<file path="config.mk">
export PLATFORM = sky130hd
export DESIGN_NAME = dwc_dac_ctrl
export DESIGN_NICKNAME = d
export VERILOG_FILES = /design/src/logic/dwc_pkg.sv /design/src/logic/dwc_stream_if.sv /design/src/logic/dwc_fifo.sv /design/src/logic/dwc_dac_ctrl.sv
export SDC_FILE = /design/constraint.sdc
export NUM_CORES = 1
export LEC_CHECK = 0
export BUFFER_PORTS_ARGS = -buffer_cell sky130_fd_sc_hd__buf_2
export CAP_MARGIN = 5
export CORE_MARGIN = 3
export CORE_UTILIZATION = 34
export CTS_CLUSTER_DIAMETER = 30
export DETAILED_ROUTE_END_ITERATION = 6
export HOLD_SLACK_MARGIN = 0.1
export PLACE_DENSITY_LB_ADDON = 0.25
export SETUP_SLACK_MARGIN = 0.15
export SYNTH_ARGS = -nofsm -noshare
export SYNTH_HDL_FRONTEND = slang
export SYNTH_SLANG_ARGS = --single-unit
</file>
<file path="constraint.sdc">
create_clock -name clk_sys -period 11.1 [get_ports clk_sys]
set_clock_uncertainty 0.05 [all_clocks]
set_input_delay 2.22 -clock clk_sys [delete_from_list [all_inputs] [get_ports clk_sys]]
set_output_delay 2.22 -clock clk_sys [all_outputs]
set_load 0.03 [all_outputs]
</file>
<file path="src/logic/dwc_pkg.sv">
// shared constants, types and code-alignment helpers for the converter control block
`default_nettype none
package dwc_pkg;

	// register word and converter code widths
	localparam int REG_W = 16;
	localparam int CODE_W = 12;
	localparam int ADDR_W = 3;

	// register offsets
	localparam logic [2:0] OFS_CTRL = 3'h0;
	localparam logic [2:0] OFS_DATA = 3'h1;
	localparam logic [2:0] OFS_STEP = 3'h2;
	localparam logic [2:0] OFS_LOWER = 3'h3;
	localparam logic [2:0] OFS_UPPER = 3'h4;

	// control register field positions
	localparam int CTRL_PDN_BIT = 0;
	localparam int CTRL_FMT_BIT = 1;
	localparam int CTRL_SEL_BIT = 2;
	localparam int CTRL_AUTO_BIT = 3;
	localparam int CTRL_UP_BIT = 4;
	localparam int CTRL_DOWN_BIT = 5;
	localparam int CTRL_HOLD_EN_BIT = 6;
	localparam int CTRL_HOLD_CNT_LSB = 8;
	localparam int HOLD_CNT_W = 6;
	localparam logic [15:0] CTRL_WMASK = 16'h3F7F;

	// reset values
	localparam logic [15:0] CTRL_RST = 16'h0001;
	localparam logic [15:0] DATA_RST = 16'h0000;
	localparam logic [15:0] STEP_RST = 16'h0000;
	localparam logic [15:0] LOWER_RST = 16'h0000;
	localparam logic [15:0] UPPER_RST = 16'hFFFF;

	// justification layout
	localparam int LEFT_LSB = 4;
	localparam logic [15:0] MASK_LEFT = 16'hFFF0;
	localparam logic [15:0] MASK_RIGHT = 16'h0FFF;

	// queue depth in front of the data register
	localparam int FIFO_DEPTH = 16;

	// glitch-hold sequencer states
	typedef enum logic [0:0] {
		ST_IDLE = 1'b0,
		ST_HOLD = 1'b1
	} dwc_hold_st_t;

	// bits of a register that carry the code in the chosen format
	function automatic logic [15:0] fmt_mask(input logic left);
		fmt_mask = left ? MASK_LEFT : MASK_RIGHT;
	endfunction : fmt_mask

	// pull the aligned 12-bit code out of a register word
	function automatic logic [11:0] code_of(input logic [15:0] raw, input logic left);
		code_of = left ? raw[15:4] : raw[11:0];
	endfunction : code_of

	// place a 12-bit code into a register word
	function automatic logic [15:0] raw_of(input logic [11:0] code, input logic left);
		raw_of = left ? {code, 4'h0} : {4'h0, code};
	endfunction : raw_of

endpackage : dwc_pkg
`default_nettype wire

</file>
<file path="src/logic/dwc_stream_if.sv">
// valid/ready stream carrier between the control core and its word queue
`timescale 1ns/100ps
`default_nettype none
interface dwc_stream_if #(parameter int W = 16);
	logic push_valid;
	logic push_ready;
	logic [W-1:0] push_data;
	logic pop_valid;
	logic pop_ready;
	logic [W-1:0] pop_data;

	// queue side
	modport fifo (
		input push_valid, push_data, pop_ready,
		output push_ready, pop_valid, pop_data
	);

	// user side
	modport user (
		output push_valid, push_data, pop_ready,
		input push_ready, pop_valid, pop_data
	);
endinterface : dwc_stream_if
`default_nettype wire

</file>
<file path="src/logic/dwc_fifo.sv">
// parameterised word queue with valid/ready on both sides
`timescale 1ns/100ps
`default_nettype none
module dwc_fifo #(
	parameter int W = 16,
	parameter int DEPTH = 16
) (
	// clock and reset
	input wire logic clk_sys,
	input wire logic nrst,
	// stream
	dwc_stream_if.fifo s
);
	localparam int AW = $clog2(DEPTH);

	// refuse depths the pointer logic cannot serve
	generate
		if (DEPTH < 2 || (1 << AW) != DEPTH) begin : g_bad_depth
			$error("dwc_fifo: DEPTH must be a power of two, at least 2");
		end
	endgenerate

	logic [W-1:0] mem [DEPTH];
	logic [AW-1:0] wr_ptr_q;
	logic [AW-1:0] rd_ptr_q;
	logic [AW:0] count_q;
	logic do_push;
	logic do_pop;

	// honest full and empty from the occupancy count
	assign s.push_ready = (count_q != (AW+1)'(DEPTH));
	assign s.pop_valid = (count_q != '0);
	assign s.pop_data = mem[rd_ptr_q];
	assign do_push = s.push_valid & s.push_ready;
	assign do_pop = s.pop_valid & s.pop_ready;

	// storage write
	always_ff @(posedge clk_sys) begin
		if (do_push) begin
			mem[wr_ptr_q] <= s.push_data;
		end
	end

	// pointers and occupancy
	always_ff @(posedge clk_sys) begin
		if (!nrst) begin
			wr_ptr_q <= '0;
			rd_ptr_q <= '0;
			count_q <= '0;
		end else begin
			if (do_push) begin
				wr_ptr_q <= wr_ptr_q + 1'b1;
			end
			if (do_pop) begin
				rd_ptr_q <= rd_ptr_q + 1'b1;
			end
			if (do_push && !do_pop) begin
				count_q <= count_q + 1'b1;
			end else if (do_pop && !do_push) begin
				count_q <= count_q - 1'b1;
			end
		end
	end

endmodule : dwc_fifo
`default_nettype wire

</file>
<file path="src/logic/dwc_dac_ctrl.sv">
// digital control in front of a 12-bit converter: data path, waveform generator, glitch hold
`timescale 1ns/100ps
`default_nettype none
module dwc_dac_ctrl #(
	parameter int FIFO_DEPTH = dwc_pkg::FIFO_DEPTH
) (
	// clock and reset
	input wire logic clk_sys,
	input wire logic nrst,
	// register port
	input wire logic reg_sel,
	input wire logic reg_wr,
	input wire logic reg_rd,
	input wire logic [2:0] reg_addr,
	input wire logic [15:0] reg_wdata,
	output logic [15:0] reg_rdata,
	output logic reg_wready,
	// update strobe from timer or comparator
	input wire logic sync_in,
	// converter side
	output logic [11:0] dac_code,
	output logic dac_update,
	output logic dac_power_down
);

	// refuse a queue the core cannot use
	generate
		if (FIFO_DEPTH < 2) begin : g_bad_fifo
			$error("dwc_dac_ctrl: FIFO_DEPTH must be at least 2");
		end
	endgenerate

	// registers
	logic [15:0] ctrl_q;
	logic [15:0] data_q;
	logic [15:0] step_q;
	logic [15:0] lower_q;
	logic [15:0] upper_q;
	logic [15:0] rdata_q;

	// control fields
	logic power_down_bit;
	logic format_left;
	logic strobe_sel;
	logic auto_mode;
	logic up_en;
	logic down_en;
	logic glitch_hold_enable;
	logic [5:0] glitch_hold_count;

	// strobe synchroniser and edge detect
	logic sync_meta_q;
	logic sync_stab_q;
	logic sync_last_q;
	logic strobe;

	// register access decode
	logic wr_ctrl;
	logic wr_data;
	logic wr_step;
	logic wr_lower;
	logic wr_upper;
	logic up_rise;
	logic down_rise;

	// aligned codes
	logic [11:0] data_code;
	logic [11:0] step_code;
	logic [11:0] lower_code;
	logic [11:0] upper_code;

	// waveform generator
	logic dir_up_q;
	logic step_dir;
	logic [11:0] step_val;
	logic [12:0] sum_up;
	logic [12:0] sum_down;

	// update scheduling
	logic hold_busy;
	logic pop_ok;
	logic pop_take;
	logic step_ev;
	logic reuse_ev;
	logic new_valid;
	logic [11:0] new_raw;
	logic [11:0] new_code;

	// glitch hold sequencer
	dwc_pkg::dwc_hold_st_t st_q;
	logic [6:0] hold_cnt_q;
	logic [11:0] pend_q;
	logic [11:0] dac_code_q;
	logic dac_update_q;

	// queue in front of the data register
	dwc_stream_if #(.W(dwc_pkg::REG_W)) q_if ();

	dwc_fifo #(
		.W(dwc_pkg::REG_W),
		.DEPTH(FIFO_DEPTH)
	) u_fifo (
		.clk_sys(clk_sys),
		.nrst(nrst),
		.s(q_if.fifo)
	);

	// clamp a code into the programmed window
	function automatic logic [11:0] clamp_code(input logic [11:0] v, input logic [11:0] lo,
		input logic [11:0] hi);
		if (v > hi) begin
			clamp_code = hi;
		end else if (v < lo) begin
			clamp_code = lo;
		end else begin
			clamp_code = v;
		end
	endfunction : clamp_code

	// control field extraction
	assign power_down_bit = ctrl_q[dwc_pkg::CTRL_PDN_BIT];
	assign format_left = ctrl_q[dwc_pkg::CTRL_FMT_BIT];
	assign strobe_sel = ctrl_q[dwc_pkg::CTRL_SEL_BIT];
	assign auto_mode = ctrl_q[dwc_pkg::CTRL_AUTO_BIT];
	assign up_en = ctrl_q[dwc_pkg::CTRL_UP_BIT];
	assign down_en = ctrl_q[dwc_pkg::CTRL_DOWN_BIT];
	assign glitch_hold_enable = ctrl_q[dwc_pkg::CTRL_HOLD_EN_BIT];
	assign glitch_hold_count =
		ctrl_q[dwc_pkg::CTRL_HOLD_CNT_LSB +: dwc_pkg::HOLD_CNT_W];

	// codes taken per the current justification
	assign data_code = dwc_pkg::code_of(data_q, format_left);
	assign step_code = dwc_pkg::code_of(step_q, format_left);
	assign lower_code = dwc_pkg::code_of(lower_q, format_left);
	assign upper_code = dwc_pkg::code_of(upper_q, format_left);

	// two-flop synchroniser, third flop for the edge only
	always_ff @(posedge clk_sys) begin
		if (!nrst) begin
			sync_meta_q <= 1'b0;
			sync_stab_q <= 1'b0;
			sync_last_q <= 1'b0;
		end else begin
			sync_meta_q <= sync_in;
			sync_stab_q <= sync_meta_q;
			sync_last_q <= sync_stab_q;
		end
	end

	// one pulse per rising edge; source keeps each level a cycle or more
	assign strobe = sync_stab_q & ~sync_last_q;

	// write decode
	assign wr_ctrl = reg_sel & reg_wr & (reg_addr == dwc_pkg::OFS_CTRL);
	assign wr_data = reg_sel & reg_wr & (reg_addr == dwc_pkg::OFS_DATA);
	assign wr_step = reg_sel & reg_wr & (reg_addr == dwc_pkg::OFS_STEP);
	assign wr_lower = reg_sel & reg_wr & (reg_addr == dwc_pkg::OFS_LOWER);
	assign wr_upper = reg_sel & reg_wr & (reg_addr == dwc_pkg::OFS_UPPER);
	assign up_rise = wr_ctrl & reg_wdata[dwc_pkg::CTRL_UP_BIT] & ~up_en;
	assign down_rise = wr_ctrl & reg_wdata[dwc_pkg::CTRL_DOWN_BIT] & ~down_en;

	// data writes queue up; a full queue back-pressures the writer
	assign q_if.push_valid = wr_data;
	assign q_if.push_data = reg_wdata & dwc_pkg::fmt_mask(format_left);
	assign reg_wready = q_if.push_ready;

	// control register
	always_ff @(posedge clk_sys) begin
		if (!nrst) begin
			ctrl_q <= dwc_pkg::CTRL_RST;
		end else if (wr_ctrl) begin
			ctrl_q <= reg_wdata & dwc_pkg::CTRL_WMASK;
		end
	end

	// step and limit registers, stored in the layout of the write
	always_ff @(posedge clk_sys) begin
		if (!nrst) begin
			step_q <= dwc_pkg::STEP_RST;
			lower_q <= dwc_pkg::LOWER_RST;
			upper_q <= dwc_pkg::UPPER_RST;
		end else begin
			if (wr_step) begin
				step_q <= reg_wdata & dwc_pkg::fmt_mask(format_left);
			end
			if (wr_lower) begin
				lower_q <= reg_wdata & dwc_pkg::fmt_mask(format_left);
			end
			if (wr_upper) begin
				upper_q <= reg_wdata & dwc_pkg::fmt_mask(format_left);
			end
		end
	end

	// next generator value; a step landing on or past a limit stops there
	always_comb begin
		sum_up = {1'b0, data_code} + {1'b0, step_code};
		sum_down = {1'b0, data_code} - {1'b0, step_code};
		step_dir = dir_up_q;
		step_val = data_code;
		if (dir_up_q) begin
			if (data_code >= upper_code) begin
				if (down_en) begin
					step_dir = 1'b0;
					if (sum_down[12] || sum_down[11:0] <= lower_code) begin
						step_val = lower_code;
					end else begin
						step_val = sum_down[11:0];
					end
				end else begin
					step_val = lower_code;
				end
			end else if (sum_up >= {1'b0, upper_code}) begin
				step_val = upper_code;
			end else begin
				step_val = sum_up[11:0];
			end
		end else begin
			if (data_code <= lower_code) begin
				if (up_en) begin
					step_dir = 1'b1;
					if (sum_up >= {1'b0, upper_code}) begin
						step_val = upper_code;
					end else begin
						step_val = sum_up[11:0];
					end
				end else begin
					step_val = upper_code;
				end
			end else if (sum_down[12] || sum_down[11:0] <= lower_code) begin
				step_val = lower_code;
			end else begin
				step_val = sum_down[11:0];
			end
		end
	end

	// update scheduling: what may reach the converter this cycle
	assign hold_busy = (st_q == dwc_pkg::ST_HOLD);
	always_comb begin
		if (hold_busy) begin
			pop_ok = 1'b0;
		end else if (auto_mode) begin
			pop_ok = 1'b1;
		end else if (strobe_sel) begin
			pop_ok = strobe;
		end else begin
			pop_ok = 1'b1;
		end
	end
	assign q_if.pop_ready = pop_ok;
	assign pop_take = q_if.pop_valid & pop_ok;
	assign step_ev = auto_mode & strobe & ~power_down_bit & ~hold_busy & ~pop_take;
	assign reuse_ev = ~auto_mode & strobe_sel & strobe & ~hold_busy & ~pop_take;
	assign new_valid = pop_take | step_ev | reuse_ev;

	// code handed to the glitch hold, clamped to the window in automatic mode
	always_comb begin
		if (pop_take) begin
			new_raw = dwc_pkg::code_of(q_if.pop_data, format_left);
		end else if (step_ev) begin
			new_raw = step_val;
		end else begin
			new_raw = data_code;
		end
		if (auto_mode) begin
			new_code = clamp_code(new_raw, lower_code, upper_code);
		end else begin
			new_code = new_raw;
		end
	end

	// buffered data register: loaded from the queue or by the generator
	always_ff @(posedge clk_sys) begin
		if (!nrst) begin
			data_q <= dwc_pkg::DATA_RST;
		end else if (pop_take) begin
			data_q <= q_if.pop_data;
		end else if (step_ev) begin
			data_q <= dwc_pkg::raw_of(step_val, format_left);
		end
	end

	// count direction: generator turns, software's last set bit wins, up when both bits rise in one write
	always_ff @(posedge clk_sys) begin
		if (!nrst) begin
			dir_up_q <= 1'b1;
		end else if (up_rise) begin
			dir_up_q <= 1'b1;
		end else if (down_rise) begin
			dir_up_q <= 1'b0;
		end else if (step_ev) begin
			dir_up_q <= step_dir;
		end
	end

	// glitch hold: park the new code for 2 * count + 1 cycles, then apply
	always_ff @(posedge clk_sys) begin
		if (!nrst) begin
			st_q <= dwc_pkg::ST_IDLE;
			hold_cnt_q <= '0;
			pend_q <= '0;
		end else begin
			unique case (st_q)
				dwc_pkg::ST_IDLE: begin
					if (new_valid && glitch_hold_enable) begin
						pend_q <= new_code;
						hold_cnt_q <= {glitch_hold_count, 1'b1};
						st_q <= dwc_pkg::ST_HOLD;
					end
				end
				dwc_pkg::ST_HOLD: begin
					hold_cnt_q <= hold_cnt_q - 7'h01;
					if (hold_cnt_q == 7'h01) begin
						st_q <= dwc_pkg::ST_IDLE;
					end
				end
			endcase
		end
	end

	// converter input and its update pulse
	always_ff @(posedge clk_sys) begin
		if (!nrst) begin
			dac_code_q <= '0;
			dac_update_q <= 1'b0;
		end else begin
			dac_update_q <= 1'b0;
			if (hold_busy && hold_cnt_q == 7'h01) begin
				dac_code_q <= pend_q;
				dac_update_q <= 1'b1;
			end else if (!hold_busy && new_valid && !glitch_hold_enable) begin
				dac_code_q <= new_code;
				dac_update_q <= 1'b1;
			end
		end
	end

	// registered read data; unmapped offsets read zero
	always_ff @(posedge clk_sys) begin
		if (!nrst) begin
			rdata_q <= '0;
		end else if (reg_sel && reg_rd) begin
			unique case (reg_addr)
				dwc_pkg::OFS_CTRL: rdata_q <= ctrl_q;
				dwc_pkg::OFS_DATA: rdata_q <= data_q & dwc_pkg::fmt_mask(format_left);
				dwc_pkg::OFS_STEP: rdata_q <= step_q & dwc_pkg::fmt_mask(format_left);
				dwc_pkg::OFS_LOWER: rdata_q <= lower_q & dwc_pkg::fmt_mask(format_left);
				dwc_pkg::OFS_UPPER: rdata_q <= upper_q & dwc_pkg::fmt_mask(format_left);
				default: rdata_q <= '0;
			endcase
		end
	end

	// outputs; power-down is a plain level, no interrupt line exists
	assign reg_rdata = rdata_q;
	assign dac_code = dac_code_q;
	assign dac_update = dac_update_q;
	assign dac_power_down = power_down_bit;

endmodule : dwc_dac_ctrl
`default_nettype wire

</file>
After elaboration in Yosys (flattened, before gate mapping)
Memory sizes are Yosys's and may differ from the RTL's. A register that Yosys moved wholly into a read port is not among the register bits. Cells that the tools add are included.

ROM bits: 0. Logic and storage cells: 142. Register bits: 143. Memory bits (writable): 256. Bits in latches: 0. Output and inout bits: 31. Memories kept: 1.

Eq/ne operators: 7. Multipliers: 0. Reduce and logical (&&, ||, !) cells: 20. Divide/modulo/power cells: 0. Mux-type cells: 47. Add/sub/neg operators: 7. Shift operators: 0. Bitwise operators: 36. $lt $le $gt $ge: 6.

Memory list: u_fifo.mem (depth 16, width 16, read ports 1, clocked after memory_dff 1, wr ports 1, RTL line dwc_fifo.sv:23) `logic [W-1:0] mem [DEPTH];`.

Operators with widths (count): $mux 12 (19); $and 16x16->16 (5); $pmux 16 s5 (1); $mux 16 (4); $le 12x12->1 (2); $and 1x1->1 (21); $mux 1 (16); $pmux 7 s2 (1); $add 12x12->13 (1); $ge 13x12->1 (1); $sub 12x12->13 (1); $ge 12x12->1 (1); $gt 12x12->1 (1); $lt 12x12->1 (1); $mux 5 (2); $add 4x1->4 const B (2); $mux 4 (2); $not 1->1 (8); $reduce_bool 2->1 (4); $eq 7x1->1 const B (1); $logic_and 1x1->1 (7); $mux 7 (1); $sub 7x1->7 const B (1); $eq 3x2->1 const B (2); other kinds (14) (18).

Depth between registers and ports, before layout
Gate-level depths: netlist (run 1).

Depth in word-level cells: 16. Gate-level depth with buffers: 39.

By module
Synthesis (run 1) repeated with hierarchy kept, for this count alone.

Cell total of the unflattened synthesis: 1851. Area total of the unflattened synthesis: 20976.4 µm².

By module, submodules not included: dwc_fifo (cells each 502, instances 1, area each 10517.6 µm²); dwc_dac_ctrl (cells each 1349, instances 1, area each 10458.8 µm²).

Worst setup path after synthesis (run 1)
OpenSTA, ideal clock, no wires.

Kind: reg-to-reg. Start: reg ctrl_q[1]. End: reg pend_q[8]. Path slack: 2767 ps. Setup time: 116 ps. Stages on the path, launching flop included: 37. Required time: 10934 ps. Arrival: 8167 ps. Path through: dfxtp_1 > buf_2 > buf_1 > buf_2 > buf_2 > buf_2 > clkbuf_1 > mux2i_1 > inv_1 > fa_1 > nand2b_1 > a2bb2oi_1 > a311o_4 > a2111o_1 > nand3_1 > inv_1 > ha_1 > o21a_1 > o21ai_0 > a211oi_1 > or2_2 > clkbuf_1 > o21ai_0 > o21ai_0 > a311oi_2 > a21oi_2 > ha_1 > a21oi_1 > nand2_1 > a21o_1 > o311ai_1 > o21a_1 > o21bai_1 > and2_1 > buf_6 > nand2_1 > a41o_1.

Longest elaborated chain between the ends: 14.

RTL lines: start: declaration (RTL line dwc_dac_ctrl.sv:34) `logic [15:0] ctrl_q;`; start signal: assignment (RTL line dwc_dac_ctrl.sv:170) `ctrl_q <= dwc_pkg::CTRL_RST;`; start signal: assignment (RTL line dwc_dac_ctrl.sv:172) `ctrl_q <= reg_wdata & dwc_pkg::CTRL_WMASK;`; $mux 12 (RTL line dwc_pkg.sv:57) `code_of = left ? raw[15:4] : raw[11:0];`; $sub 12x12->13 (RTL line dwc_dac_ctrl.sv:198) `sum_down = {1'b0, data_code} - {1'b0, step_code};`; $le 12x12->1 (RTL line dwc_dac_ctrl.sv:205, dwc_dac_ctrl.sv:230); $logic_or 1x1->1 (RTL line dwc_dac_ctrl.sv:205, dwc_dac_ctrl.sv:230); $mux 12 (RTL line dwc_dac_ctrl.sv:205, dwc_dac_ctrl.sv:230); $mux 12 (RTL line dwc_dac_ctrl.sv:203) `if (down_en) begin`; $mux 12 (RTL line dwc_dac_ctrl.sv:202) `if (data_code >= upper_code) begin`; $mux 12 (RTL line dwc_dac_ctrl.sv:201) `if (dir_up_q) begin`; $mux 12 (RTL line dwc_dac_ctrl.sv:261) `end else if (step_ev) begin`; $mux 12 (RTL line dwc_dac_ctrl.sv:259) `if (pop_take) begin`; $lt 12x12->1 (RTL line dwc_dac_ctrl.sv:113) `end else if (v < lo) begin`; $mux 12 (RTL line dwc_dac_ctrl.sv:113); $mux 12 (RTL line dwc_dac_ctrl.sv:111) `if (v > hi) begin`; $mux 12 (*) (RTL line dwc_dac_ctrl.sv:266) `if (auto_mode) begin`; end signal: assignment (RTL line dwc_dac_ctrl.sv:307) `pend_q <= new_code;`; end: declaration (RTL line dwc_dac_ctrl.sv:92) `logic [11:0] pend_q;`.

Every way passes the cells marked *; elsewhere a longest branch is shown, timed or not. A chain may end at the register's enable or synchronous reset.

Final worst setup path (run 1)
Same ends and word-level chain as after synthesis.

==> reports/results.md, run 1 <==
| Stage | Parameter | This run |
| --- | --- | --- |
| critical path | Worst r2r path cells | 28 |
| power | Seq pwr share | 27.1% |
| critical path | Start of the worst register-to-register path | ctrl_q[1]$_SDFFE_PN0P_ |
| die | Die Footprint | 65420 um^2 |
| logic synthesis | Cell type with the highest aggregate area in the netlist | edfxtp_1 |
| critical path | Reg2Reg Capture Point | pend_q[8]$_SDFFE_PN0P_ |
| run | Max-capacitance violation count | 0 |
| clock tree | Cts bufs inserted | 81 |
| logic synthesis | Fraction of post-synthesis cell area in the top cell type by area | 36.24% |
| clock tree | Cells resized by post-CTS repair | 0 |
| logic synthesis | Post-synthesis instance area | 21210 um^2 |
| clock tree | Clock slew at the register clock pins of the worst setup and hold paths | 0.05 ns |
| run status | Violated checks | design-rule violations |
| logic synthesis | Number of library cell types mapped by synthesis | 95 |
| placed design | Dpl ws | 1.443 ns |
| power | Static leakage | 0.009289 uW |
| detailed routing | Via-per-instance ratio | 5.710 |
| logic synthesis | Cells after synthesis | 1855 |
| grt | Antenna violations before repair | 5 |
| power | Post-route total power | 6577 uW |
| critical path | Reg2Reg Setup Slack | 1.21 ns |
| critical path | Slowest cell on the critical path | o311ai_1 |
| logic synthesis | Share of synthesized area occupied by flip-flops and latches | 50.11% |
| timing | Worst slew margin | 8.045% |
| logic synthesis | Number of synthesized register bits | 403 |
| power | Proportion of total power due to net switching | 36.39% |
| power | Largest vdd supply drop | 0.1631 mV |
| die | Core area | 61030 um^2 |
| placed design | Detailed-placement wirelength estimate | 52.05 mm |
| detailed routing | Vias post-DR | 16.18k |
| layout | Antenna diode instance count | 0 |
| power | Power share of the combinational group | 35.4% |
| die | Starting density of the core | 34.76% |
| clock tree | Skew-Pair Late Insertion Delay | 0.61 ns |
| die | DIE HEIGHT | 255.8 um |
| critical path | Worst-path fanout max | 63 |
| detailed routing | Wire length after detailed routing | 73.51 mm |
| power | Net switching power figure | 2394 uW |
| timing | Pins over their slew limit | 0 |
| grt | GRT Resource Usage Total | 22.06% |
| critical path | Slowest cell delay on critical path | 0.90 ns |
| logic synthesis | Post-Syn Nets | 1989 |
| clock tree | Buffer levels on the longest clock path | 3 |
| timing | Transition time of the tightest slew-check pin | 1.376 ns |
| logic synthesis | Most common library cells after synthesis | 256 x edfxtp_1, 208 x nand2_1, 147 x dfxtp_1, 136 x a21oi_1, 107 x nor2_1 |
| grt | Via count of the first global-routing pass | 16.08k |
| timing | Final Hold Vio Count | 0 |
| detailed routing | Final antenna-violating net count | 0 |
| critical path | Kind of capture point of the worst setup path | flip-flop |
| die | Total number of placement rows | 90 |
| die | Horizontal extent of the die | 255.8 um |
| timing | Final Hold Slack | 0.3936 ns |
| timing | Highest Clock Rate | 101.1 MHz |
| grt | Largest net degree at the start of global routing | 90 |
| critical path | Data required time of the critical path | 11.54 ns |
| critical path | Critical Path Source Type | flip-flop |
| logic synthesis | Number of warnings printed during yosys synthesis | 0 |
| placed design | Routability congestion estimate from global placement | 0.9437 |
| logic synthesis | Post-Syn Area per Cell | 11.44 um^2 |
| worst hold path | End point of the most critical hold path | sync_stab_q$_SDFF_PN0_ |
| detailed routing | Count of unresolved DRC violations after routing | 1 |
| layout | Share of layout cells above drive strength 1 | 20.59% |
| die | Total I/O pin count | 56 |
| clock tree | Library cell used as clock root buffer | clkbuf_16 |
| worst hold path | Worst hold start | sync_meta_q$_SDFF_PN0_ |
| clock tree | Clock Sink Count | 403 |
| run status | Result of the run | finished with violations |
| power | Share of power burned in the clock network | 37.4% |
| layout | Nets | 2076 |
| timing | Smallest setup slack after layout | 1.206 ns |
| worst hold path | Worst hold path stage count | 1 |
| clock tree | Hold_buf cts | 0 |
| logic synthesis | Main synth FF type | edfxtp_1 |
| grt | Remaining global-route overflow | 0 |
| logic synthesis | Share of synthesized registers carrying an async set or reset | 0% |
| logic synthesis | Most instantiated library cell after synthesis | edfxtp_1 |
| worst hold path | Path category of the worst min-delay check | reg2reg |
| timing | Min cycle time layout | 9.894 ns |
| logic synthesis | Top area cells in the synthesized netlist | edfxtp_1 36%, dfxtp_1 14%, mux4_2 8.2% |
| timing | Number of setup violations in the final report | 0 |
| critical path | Category of the most critical setup path | reg2reg |
| logic synthesis | Number of enable-type register cells in the synthesized netlist | 256 |
| power | Pwr dens | 258.8 nW/um^2 |
| layout | Area growth from synthesis to final layout | 19.78% |
| detailed routing | Drt initial violations | 1314 |
| detailed routing | Initial DRT Pass Iterations | 7 |
| placed design | IO buf count | 55 |
| critical path | Critical path arrival | 10.33 ns |
| timing | Part of the cycle the worst path needs | 89.14% |
| clock tree | Number of buffers added for setup after CTS | 0 |
| critical path | Cell mode on critical path | ha_1 |
| timing | Fin Setup TNS | 0 ns |
| timing | Unrepaired setup endpoints after global routing | no |
| clock tree | Depth of the CTS H-tree | 3 |
| grt | Wire length of the first global-routing pass | 107.7 mm |
| clock tree | CTS tree | done |
| power | Pint | 4183 uW |
| detailed routing | Post-detailed-route wirelength per cell | 25.94 um |
[worst max path at each step]
stage | start | to | slack (ns) | cells after the start
after floorplan | ctrl_q[1]$_SDFFE_PN0P_ | pend_q[8]$_SDFFE_PN0P_ | 2.77 | 36
after global placement | ctrl_q[1]$_SDFFE_PN0P_ | pend_q[8]$_SDFFE_PN0P_ | 1.63 | 27
after detailed placement | ctrl_q[1]$_SDFFE_PN0P_ | dac_code[8]$_SDFFE_PN0P_ | 1.44 | 28
after CTS | ctrl_q[1]$_SDFFE_PN0P_ | pend_q[8]$_SDFFE_PN0P_ | 1.32 | 28
after global routing | ctrl_q[1]$_SDFFE_PN0P_ | dac_code[8]$_SDFFE_PN0P_ | 0.63 | 28
final | ctrl_q[1]$_SDFFE_PN0P_ | pend_q[8]$_SDFFE_PN0P_ | 1.21 | 28
[final cells by class]
cell class,count,area (um^2)
Clock inverter,47,624.3
Clock buffer,100,2202
Timing Repair Buffer,112,703.2
Multi-Input combinational cell,1283,9973
Sequential cell,403,10640
Fill cell,5777,35630
Tap cell,828,1036
Inverter,61,230.2
[sequential cells by signal, indices dropped and copies added (netlist names), 12 cells and up, named ones only]
| name | count |
|---|---|
| reg_rdata | 16 |
| lower_q | 16 |
| ctrl_q | 13 |
| step_q | 16 |
| dac_code | 12 |
| u_fifo.mem | 256 |
| data_q | 16 |
| upper_q | 16 |
| pend_q | 12 |
[cells in the final DEF (no fill, tap or decap), drive strengths merged, types with 7 or more instances in the layout]
cell / n
a31oi: 15
a211oi: 22
nand3: 54
nand2b: 17
o22ai: 18
a221oi: 18
o21ai: 88
nor2b: 15
edfxtp: 256
buf: 112
dfxtp: 147
nand2: 209
o21a: 7
clkinv: 28
and2: 15
mux2: 30
nor2: 109
o221ai: 16
o31ai: 7
xnor2: 17
xor2: 10
a2111oi: 9
nand4: 20
ha: 106
nor3: 31
bufinv: 9
o211ai: 17
or3: 13
mux4: 77
mux2i: 52
inv: 68
clkbuf: 100
a22oi: 33
a21oi: 139
a21o: 21
and3: 7
[cell families (layout without fill, tap and decap cells)]
| kind of cell | after synthesis | in the layout | share of synthesized area (%) |
|---|---|---|---|
| XOR/XNOR | 27 | 27 | 1.115 |
| adder cells (fa/ha/maj) | 109 | 109 | 6.535 |
| AO/OA/AOI/OAI | 483 | 483 | 15.90 |
| multiplexers | 159 | 159 | 12.22 |
| AND/OR/NAND/NOR | 505 | 505 | 10.82 |
| buffers and inverters | 169 | 320 | 3.303 |
| flip-flops | 403 | 403 | 50.11 |
[through the flow]
stage	instances	area [um^2]	util, %
floorplan	1855	21210	-
global placement	2687	22580	37.00
detailed placement	2687	22580	37.00
CTS	2834	25410	41.63
global route	2834	25410	41.63
finish	2834	25410	41.63
[power by group through the flow]
stage	clock network (uW)	registers (uW)	logic [uW]
global route	2580	1800	2540
CTS	2500	1790	2320
detailed placement	0	1810	2310
floorplan	0	1770	1640
finish	2460	1780	2330
global placement	0	1810	2300
[critical path, delay by kind of cell, from the launching register on]
| family | cells | cell delay [ns] |
|---|---|---|
| AOI/OAI and AO/OA | 15 | 4.92 |
| adders and majority gates | 3 | 1.00 |
| buffers and inverters | 2 | 0.57 |
| DFF | 1 | 0.88 |
| muxes | 1 | 0.44 |
| and+or+nand+nor | 7 | 1.87 |
[routing by layer]
| layer | track usage (%) | up-vias | part of all wire (%) |
|---|---|---|---|
| met1 | 29.37 | 7990 | 42 |
| met2 | 35.08 | 704 | 46 |
| met3 | 3.601 | 178 | 6.3 |
| met4 | 10.71 | 0 | 5.3 |
| met5 | 0 | - | 0 |
| li1 | - | 7311 | - |
Note: power is estimated with default switching activity, not from simulation.
==> run 2: changes to the inputs <==
--- a/config.mk
+++ b/config.mk
@@ -13,6 +13,7 @@
 export DETAILED_ROUTE_END_ITERATION = 6
 export HOLD_SLACK_MARGIN = 0.1
 export PLACE_DENSITY_LB_ADDON = 0.25
+export REMOVE_ABC_BUFFERS = 1
 export SETUP_SLACK_MARGIN = 0.15
 export SYNTH_ARGS = -nofsm -noshare
 export SYNTH_HDL_FRONTEND = slang
==> reports/results.md, run 2 (same netlist as run 1, synthesis figures left out) <==
| Stage | Parameter | This run | Delta |
| --- | --- | --- | --- |
| run status | Result of the run | completed |  |
| die | Starting density of the core | 34.76% | unchanged |
| critical path | Family with the most delay on the worst path | compound AO/OA/AOI/OAI gates |  |
| critical path | Worst-path fanout max | 60 | -4.8% |
| clock tree | Skew-Pair Late Insertion Delay | 0.63 ns | +0.02 ns |
| timing | Pins over their slew limit | 0 | unchanged |
| layout | Leading cell types in the layout, fill and taps excluded | 256 x edfxtp_1, 208 x nand2_1, 144 x dfxtp_1 |  |
| detailed routing | Count of unresolved DRC violations after routing | 0 | -1 |
| grt | Via count of the first global-routing pass | 16.15k | +0.41% |
| grt | Remaining global-route overflow | 0 | unchanged |
| power | Proportion of total power due to net switching | 36.11% | -0.29 points |
| clock tree | CTS tree | done |  |
| run | Max-capacitance violation count | 0 | unchanged |
| critical path | Category of the most critical setup path | reg2reg |  |
| worst hold path | Path category of the worst min-delay check | reg2reg |  |
| die | Total I/O pin count | 56 | unchanged |
| clock tree | Library cell used as clock root buffer | clkbuf_16 |  |
| timing | Number of setup violations in the final report | 0 | unchanged |
| grt | Wire length of the first global-routing pass | 106.7 mm | -0.95% |
| layout | Area growth from synthesis to final layout | 20.83% |  |
| placed design | Routability congestion estimate from global placement | 0.9342 | -1.0% |
| die | Horizontal extent of the die | 255.8 um | unchanged |
| clock tree | Buffer levels on the longest clock path | 3 | unchanged |
| placed design | Instance count after placement with tap cells included | 2680 | -0.26% |
| power | Pwr dens | 264.8 nW/um^2 | +2.3% |
| timing | Part of the cycle the worst path needs | 86.41% | -2.7 points |
| timing | Min cycle time layout | 9.592 ns | -0.3022 ns |
| timing | Final Hold Vio Count | 0 | unchanged |
| detailed routing | Final antenna-violating net count | 0 | unchanged |
| detailed routing | Vias post-DR | 16.26k | +0.46% |
| timing | Transition time of the tightest slew-check pin | 1.310 ns | -0.06673 ns |
| power | Power share of the combinational group | 34.6% | -0.8 points |
| placed design | Detailed-placement wirelength estimate | 50.25 mm | -3.5% |
| layout | Non-filler cells in the finished layout | 2842 | +0.28% |
| timing | Final Hold Slack | 0.3800 ns | -0.01363 ns |
| clock tree | Cts bufs inserted | 87 | +7.4% |
| clock tree | Clock Sink Count | 403 | unchanged |
| power | Pint | 4337 uW | +3.7% |
| clock tree | Clock slew at the register clock pins of the worst setup and hold paths | 0.05 ns | about the same |
| timing | Highest Clock Rate | 104.3 MHz | +3.2% |
| critical path | Critical Path Source Type | flip-flop |  |
| critical path | Critical path arrival | 10.02 ns | -0.31 ns |
| placed design | IO buf count | 55 | unchanged |
| die | Core area | 61030 um^2 | unchanged |
| power | Net switching power figure | 2451 uW | +2.4% |
| clock tree | Depth of the CTS H-tree | 3 | unchanged |
| power | Share of power burned in the clock network | 39.2% | +1.8 points |
| critical path | Kind of capture point of the worst setup path | flip-flop |  |
| clock tree | Hold_buf cts | 0 | unchanged |
| layout | Most frequent standard cell in the layout excluding fill and tap cells | edfxtp_1 |  |
| power | Post-route total power | 6788 uW | +3.2% |
| power | Seq pwr share | 26.2% | -0.9 points |
| timing | Worst slew margin | 12.50% | +4.5 points |
| grt | Largest net degree at the start of global routing | 70 | -22% |
| power | Largest vdd supply drop | 0.1685 mV | +3.3% |
| worst hold path | Worst hold path stage count | 1 | unchanged |
| grt | Antenna violations before repair | 1 | -4 |
| detailed routing | Initial DRT Pass Iterations | 6 | -1 |
| clock tree | Number of buffers added for setup after CTS | 0 | unchanged |
| layout | Top reg by flops | u_fifo.mem |  |
| layout | Number of flip-flops in the largest register | 256 | unchanged |
| critical path | Slowest cell delay on critical path | 0.91 ns | about the same |
| die | Total number of placement rows | 90 | unchanged |
| grt | GRT Resource Usage Total | 21.55% | -0.50 points |
| critical path | Data required time of the critical path | 11.53 ns | about the same |
| detailed routing | Via-per-instance ratio | 5.721 | +0.18% |
| critical path | Cell mode on critical path | ha_1 |  |
| clock tree | Cells resized by post-CTS repair | 0 | unchanged |
| detailed routing | Wire length after detailed routing | 71.89 mm | -2.2% |
| power | Static leakage | 0.009396 uW | +1.2% |
| layout | Nets | 2075 | -0.048% |
| die | Die Footprint | 65420 um^2 | unchanged |
| layout | Antenna diode instance count | 0 | unchanged |
| critical path | Critical path depth in cells | 31 | +11% |
| timing | Unrepaired setup endpoints after global routing | no |  |
| critical path | Slowest cell on the critical path | dfxtp_4 |  |
| detailed routing | Post-detailed-route wirelength per cell | 25.30 um | -2.5% |
| die | DIE HEIGHT | 255.8 um | unchanged |
| layout | Share of layout cells above drive strength 1 | 20.90% | +0.32 points |
| critical path | Worst r2r path cells | 31 | +11% |
| detailed routing | Drt initial violations | 1393 | +6.0% |
| timing | Fin Setup TNS | 0 ns | unchanged |
| critical path | Count of buffer and inverter cells on the critical path | 3 | +1 |
## run 2: changes by cell type in the layout (fill, tap and decap cells not counted), sizes merged
cell      delta
buf          -7
clkbuf       +1
clkinv      +13
inv          -4
bufinv       +4
clkinvlp     +1
## run 2: metrics by stage
stage	area, um^2	worst slack, ns	util [%]
4_1_cts	25630	1.752	41.99
3_3_place_gp	22520	1.933	36.90
2_1_floorplan	20740	1.902	-
5_1_grt	25630	0.9936	41.99
6_report	25630	1.508	41.99
3_5_place_dp	22520	1.818	36.90
## run 2: routing by layer
metal	vias up	share of wire, %	GRT usage, %
met5	-	0	0
met4	0	3.9	8.552
met3	139	6.0	3.819
met2	611	47	35.22
met1	8173	43	28.49
li1	7335	-	-
## run 2: worst paths after layout
path                     startpoint                        to  slack (ns)
max          ctrl_q[1]$_SDFFE_PN0P_  dac_code[1]$_SDFFE_PN0P_        1.51
min          sync_meta_q$_SDFF_PN0_    sync_stab_q$_SDFF_PN0_        0.38
max reg2reg  ctrl_q[1]$_SDFFE_PN0P_  dac_code[1]$_SDFFE_PN0P_        1.51
min reg2reg  sync_meta_q$_SDFF_PN0_    sync_stab_q$_SDFF_PN0_        0.38
## run 2: area by class of cell
| class | count | area [um^2] |
|---|---|---|
| Sequential cell | 403 | 10640 |
| Timing Repair Buffer | 105 | 650.6 |
| Inverter | 61 | 230.2 |
| Multi-Input combinational cell | 1283 | 9968 |
| Tap cell | 828 | 1036 |
| Fill cell | 5726 | 35400 |
| Clock inverter | 61 | 805.8 |
| Clock buffer | 101 | 2301 |
## run 2: power groups by stage
stage / Clock, uW / Sequential, uW / Combinational [uW]
after floorplan: 0 / 1850 / 1530
after global placement: 0 / 1810 / 2290
after detailed placement: 0 / 1810 / 2310
after CTS: 2690 / 1780 / 2310
after global routing: 2780 / 1790 / 2530
final: 2660 / 1780 / 2350
==> run 3: changes to the inputs <==
--- a/config.mk
+++ b/config.mk
@@ -7,7 +7,7 @@
 export LEC_CHECK = 0
 export BUFFER_PORTS_ARGS = -buffer_cell sky130_fd_sc_hd__buf_2
 export CAP_MARGIN = 5
-export CORE_MARGIN = 3
+export CORE_MARGIN = 2
 export CORE_UTILIZATION = 34
 export CTS_CLUSTER_DIAMETER = 30
 export DETAILED_ROUTE_END_ITERATION = 6
==> constraint.sdc (replaced) <==
create_clock -name clk_sys -period 11.1 [get_ports clk_sys]
set_clock_uncertainty 0.05 [all_clocks]
set_input_delay 0.555 -clock clk_sys [delete_from_list [all_inputs] [get_ports clk_sys]]
set_output_delay 0.555 -clock clk_sys [all_outputs]
set_load 0.03 [all_outputs]
==> reports/results.md, run 3 (same netlist as run 1, synthesis figures left out) <==
| Stage | Parameter | This run | Delta |
| --- | --- | --- | --- |
| run status | Result of the run | completed |  |
| detailed routing | Drt initial violations | 1363 | -2.2% |
| detailed routing | Initial DRT Pass Iterations | 7 | +1 |
| die | Horizontal extent of the die | 253.8 um | -0.78% |
| grt | Wire length of the first global-routing pass | 106.6 mm | about the same |
| timing | Number of setup violations in the final report | 0 | unchanged |
| critical path | Critical path depth in cells | 27 | -13% |
| timing | Fin Setup TNS | 0 ns | unchanged |
| grt | Antenna violations before repair | 1 | unchanged |
| die | Starting density of the core | 34.37% | -0.38 points |
| grt | Largest net degree at the start of global routing | 89 | +27% |
| placed design | Instance count after placement with tap cells included | 2694 | +0.52% |
| timing | Transition time of the tightest slew-check pin | 1.318 ns | +0.007821 ns |
| timing | Worst slew margin | 11.84% | -0.67 points |
| power | Post-route total power | 6675 uW | -1.7% |
| timing | Highest Clock Rate | 110.7 MHz | +6.2% |
| layout | Area growth from synthesis to final layout | 20.46% |  |
| power | Net switching power figure | 2443 uW | -0.33% |
| clock tree | Number of buffers added for setup after CTS | 0 | unchanged |
| placed design | Routability congestion estimate from global placement | 0.9666 | +3.5% |
| power | Power share of the combinational group | 35.2% | +0.6 points |
| power | Pwr dens | 261.2 nW/um^2 | -1.4% |
| placed design | IO buf count | 55 | unchanged |
| detailed routing | Vias post-DR | 16.19k | -0.43% |
| clock tree | Skew-Pair Late Insertion Delay | 0.61 ns | -0.02 ns |
| critical path | Family with the most delay on the worst path | compound AO/OA/AOI/OAI gates |  |
| worst hold path | Path category of the worst min-delay check | in2reg |  |
| clock tree | CTS tree | done |  |
| die | Total I/O pin count | 56 | unchanged |
| die | Die Footprint | 64400 um^2 | -1.6% |
| critical path | Slowest cell on the critical path | dfxtp_4 |  |
| layout | Top reg by flops | u_fifo.mem |  |
| die | DIE HEIGHT | 253.8 um | -0.78% |
| critical path | Worst r2r path cells | 27 | -13% |
| clock tree | Cells resized by post-CTS repair | 0 | unchanged |
| critical path | Critical Path Source Type | flip-flop |  |
| critical path | Category of the most critical setup path | reg2reg |  |
| power | Share of power burned in the clock network | 38.4% | -0.8 points |
| grt | Remaining global-route overflow | 0 | unchanged |
| layout | Utilization of the core after routing | 41.41% | -0.59 points |
| timing | Min cycle time layout | 9.035 ns | -0.5566 ns |
| layout | Share of layout cells above drive strength 1 | 21.31% | +0.40 points |
| critical path | Worst-path fanout max | 49 | -18% |
| clock tree | Depth of the CTS H-tree | 3 | unchanged |
| die | Core area | 61710 um^2 | +1.1% |
| detailed routing | Via-per-instance ratio | 5.668 | -0.92% |
| critical path | Critical path arrival | 9.49 ns | -0.53 ns |
| layout | Number of flip-flops in the largest register | 256 | unchanged |
| timing | Unrepaired setup endpoints after global routing | no |  |
| power | Static leakage | 0.009341 uW | -0.59% |
| timing | Pins over their slew limit | 0 | unchanged |
| placed design | Cell area reported after detailed placement | 22590 um^2 | +0.28% |
| layout | Nets | 2079 | +0.19% |
| critical path | Kind of capture point of the worst setup path | flip-flop |  |
| run | Max-capacitance violation count | 0 | unchanged |
| clock tree | Clock Sink Count | 403 | unchanged |
| timing | Part of the cycle the worst path needs | 81.40% | -5.0 points |
| power | Pint | 4232 uW | -2.4% |
| clock tree | Library cell used as clock root buffer | clkbuf_16 |  |
| layout | Leading cell types in the layout, fill and taps excluded | 256 x edfxtp_1, 208 x nand2_1, 144 x dfxtp_1 |  |
| critical path | Count of buffer and inverter cells on the critical path | 2 | -1 |
| layout | Final standard cell area without fillers | 25550 um^2 | -0.30% |
| timing | Final Hold Vio Count | 0 | unchanged |
| worst hold path | Worst hold path stage count | 3 | +2 |
| critical path | Data required time of the critical path | 11.55 ns | +0.02 ns |
| clock tree | Cts bufs inserted | 85 | -2.3% |
| power | Proportion of total power due to net switching | 36.60% | +0.49 points |
| grt | Via count of the first global-routing pass | 16.12k | -0.14% |
| grt | GRT Resource Usage Total | 22.59% | +1.0 points |
| clock tree | Hold_buf cts | 1 | +1 |
| clock tree | Buffer levels on the longest clock path | 3 | unchanged |
| layout | Most frequent standard cell in the layout excluding fill and tap cells | edfxtp_1 |  |
| placed design | Detailed-placement wirelength estimate | 50.92 mm | +1.3% |
| detailed routing | Final antenna-violating net count | 0 | unchanged |
| power | Largest vdd supply drop | 0.1503 mV | -11% |
| die | Total number of placement rows | 91 | +1.1% |
| detailed routing | Count of unresolved DRC violations after routing | 0 | unchanged |
| detailed routing | Post-detailed-route wirelength per cell | 25.39 um | +0.38% |
| power | Seq pwr share | 26.4% | +0.2 points |
| detailed routing | Wire length after detailed routing | 72.52 mm | +0.88% |
| critical path | Slowest cell delay on critical path | 0.78 ns | -0.13 ns |
| clock tree | Clock slew at the register clock pins of the worst setup and hold paths | 0.05 ns | about the same |
| layout | Non-filler cells in the finished layout | 2856 | +0.49% |
==> run 3: cell types whose count changed in the layout (fill, tap and decap cells not counted), sizes merged <==
| cell | before | now |
|---|---|---|
| diode | 0 | 1 |
| clkbuf | 101 | 97 |
| dlygate4sd3 | 0 | 1 |
| buf | 105 | 110 |
| bufinv | 13 | 10 |
| clkinv | 41 | 32 |
| clkinvlp | 4 | 8 |
| inv | 64 | 74 |
==> run 3: layout make-up <==
cell class	count	area (um^2)
clock inverters	63	729.5
diodes	1	2.502
multi-input cells	1283	9983
flip-flops and latches	403	10640
clock buffers	97	2223
fillers	5892	36160
inverters	61	230.2
well taps	837	1047
repair buffers	111	698.2
==> run 3: tightest hold or removal path: stages <==
cell	delay, ns
buf_2	0.11
nand2_1	0.05
a21oi_1	0.05
==> run 3: per-stage QoR <==
stage	setup WS [ns]	hold slack (ns)
final	2.065	0.1651
after global routing	1.615	0.1659
after CTS	2.259	0.1389
after detailed placement	2.294	0.3962
after global placement	2.299	0.3815
after floorplan	1.902	0.3618
==> run 3: routing by layer <==
layer | up-vias | wire [um] | track usage, %
li1 | 7348 | - | -
met1 | 8122 | 30480 | 28.91
met2 | 592 | 35310 | 38.11
met3 | 126 | 3851 | 2.899
met4 | 0 | 2881 | 10.27
met5 | - | 0 | 0
==> run 3: path summary, 6_finish.rpt <==
check	start	endpoint	slack (ns)
hold / removal	reg_wdata[2]	ctrl_q[2]$_SDFFE_PN0P_	0.17
setup / recovery	ctrl_q[1]$_SDFFE_PN0P_	pend_q[5]$_SDFFE_PN0P_	2.06
hold reg to reg	reg_rdata[15]$_SDFFE_PN0P_	reg_rdata[15]$_SDFFE_PN0P_	0.41
setup reg to reg	ctrl_q[1]$_SDFFE_PN0P_	pend_q[5]$_SDFFE_PN0P_	2.06
==> run 3: power groups by stage <==
stage,clock network [uW],logic (uW),registers (uW)
floorplan,0,1530,1850
global placement,0,2320,1790
detailed placement,0,2330,1790
CTS,2590,2340,1770
global route,2680,2550,1780
finish,2560,2350,1760
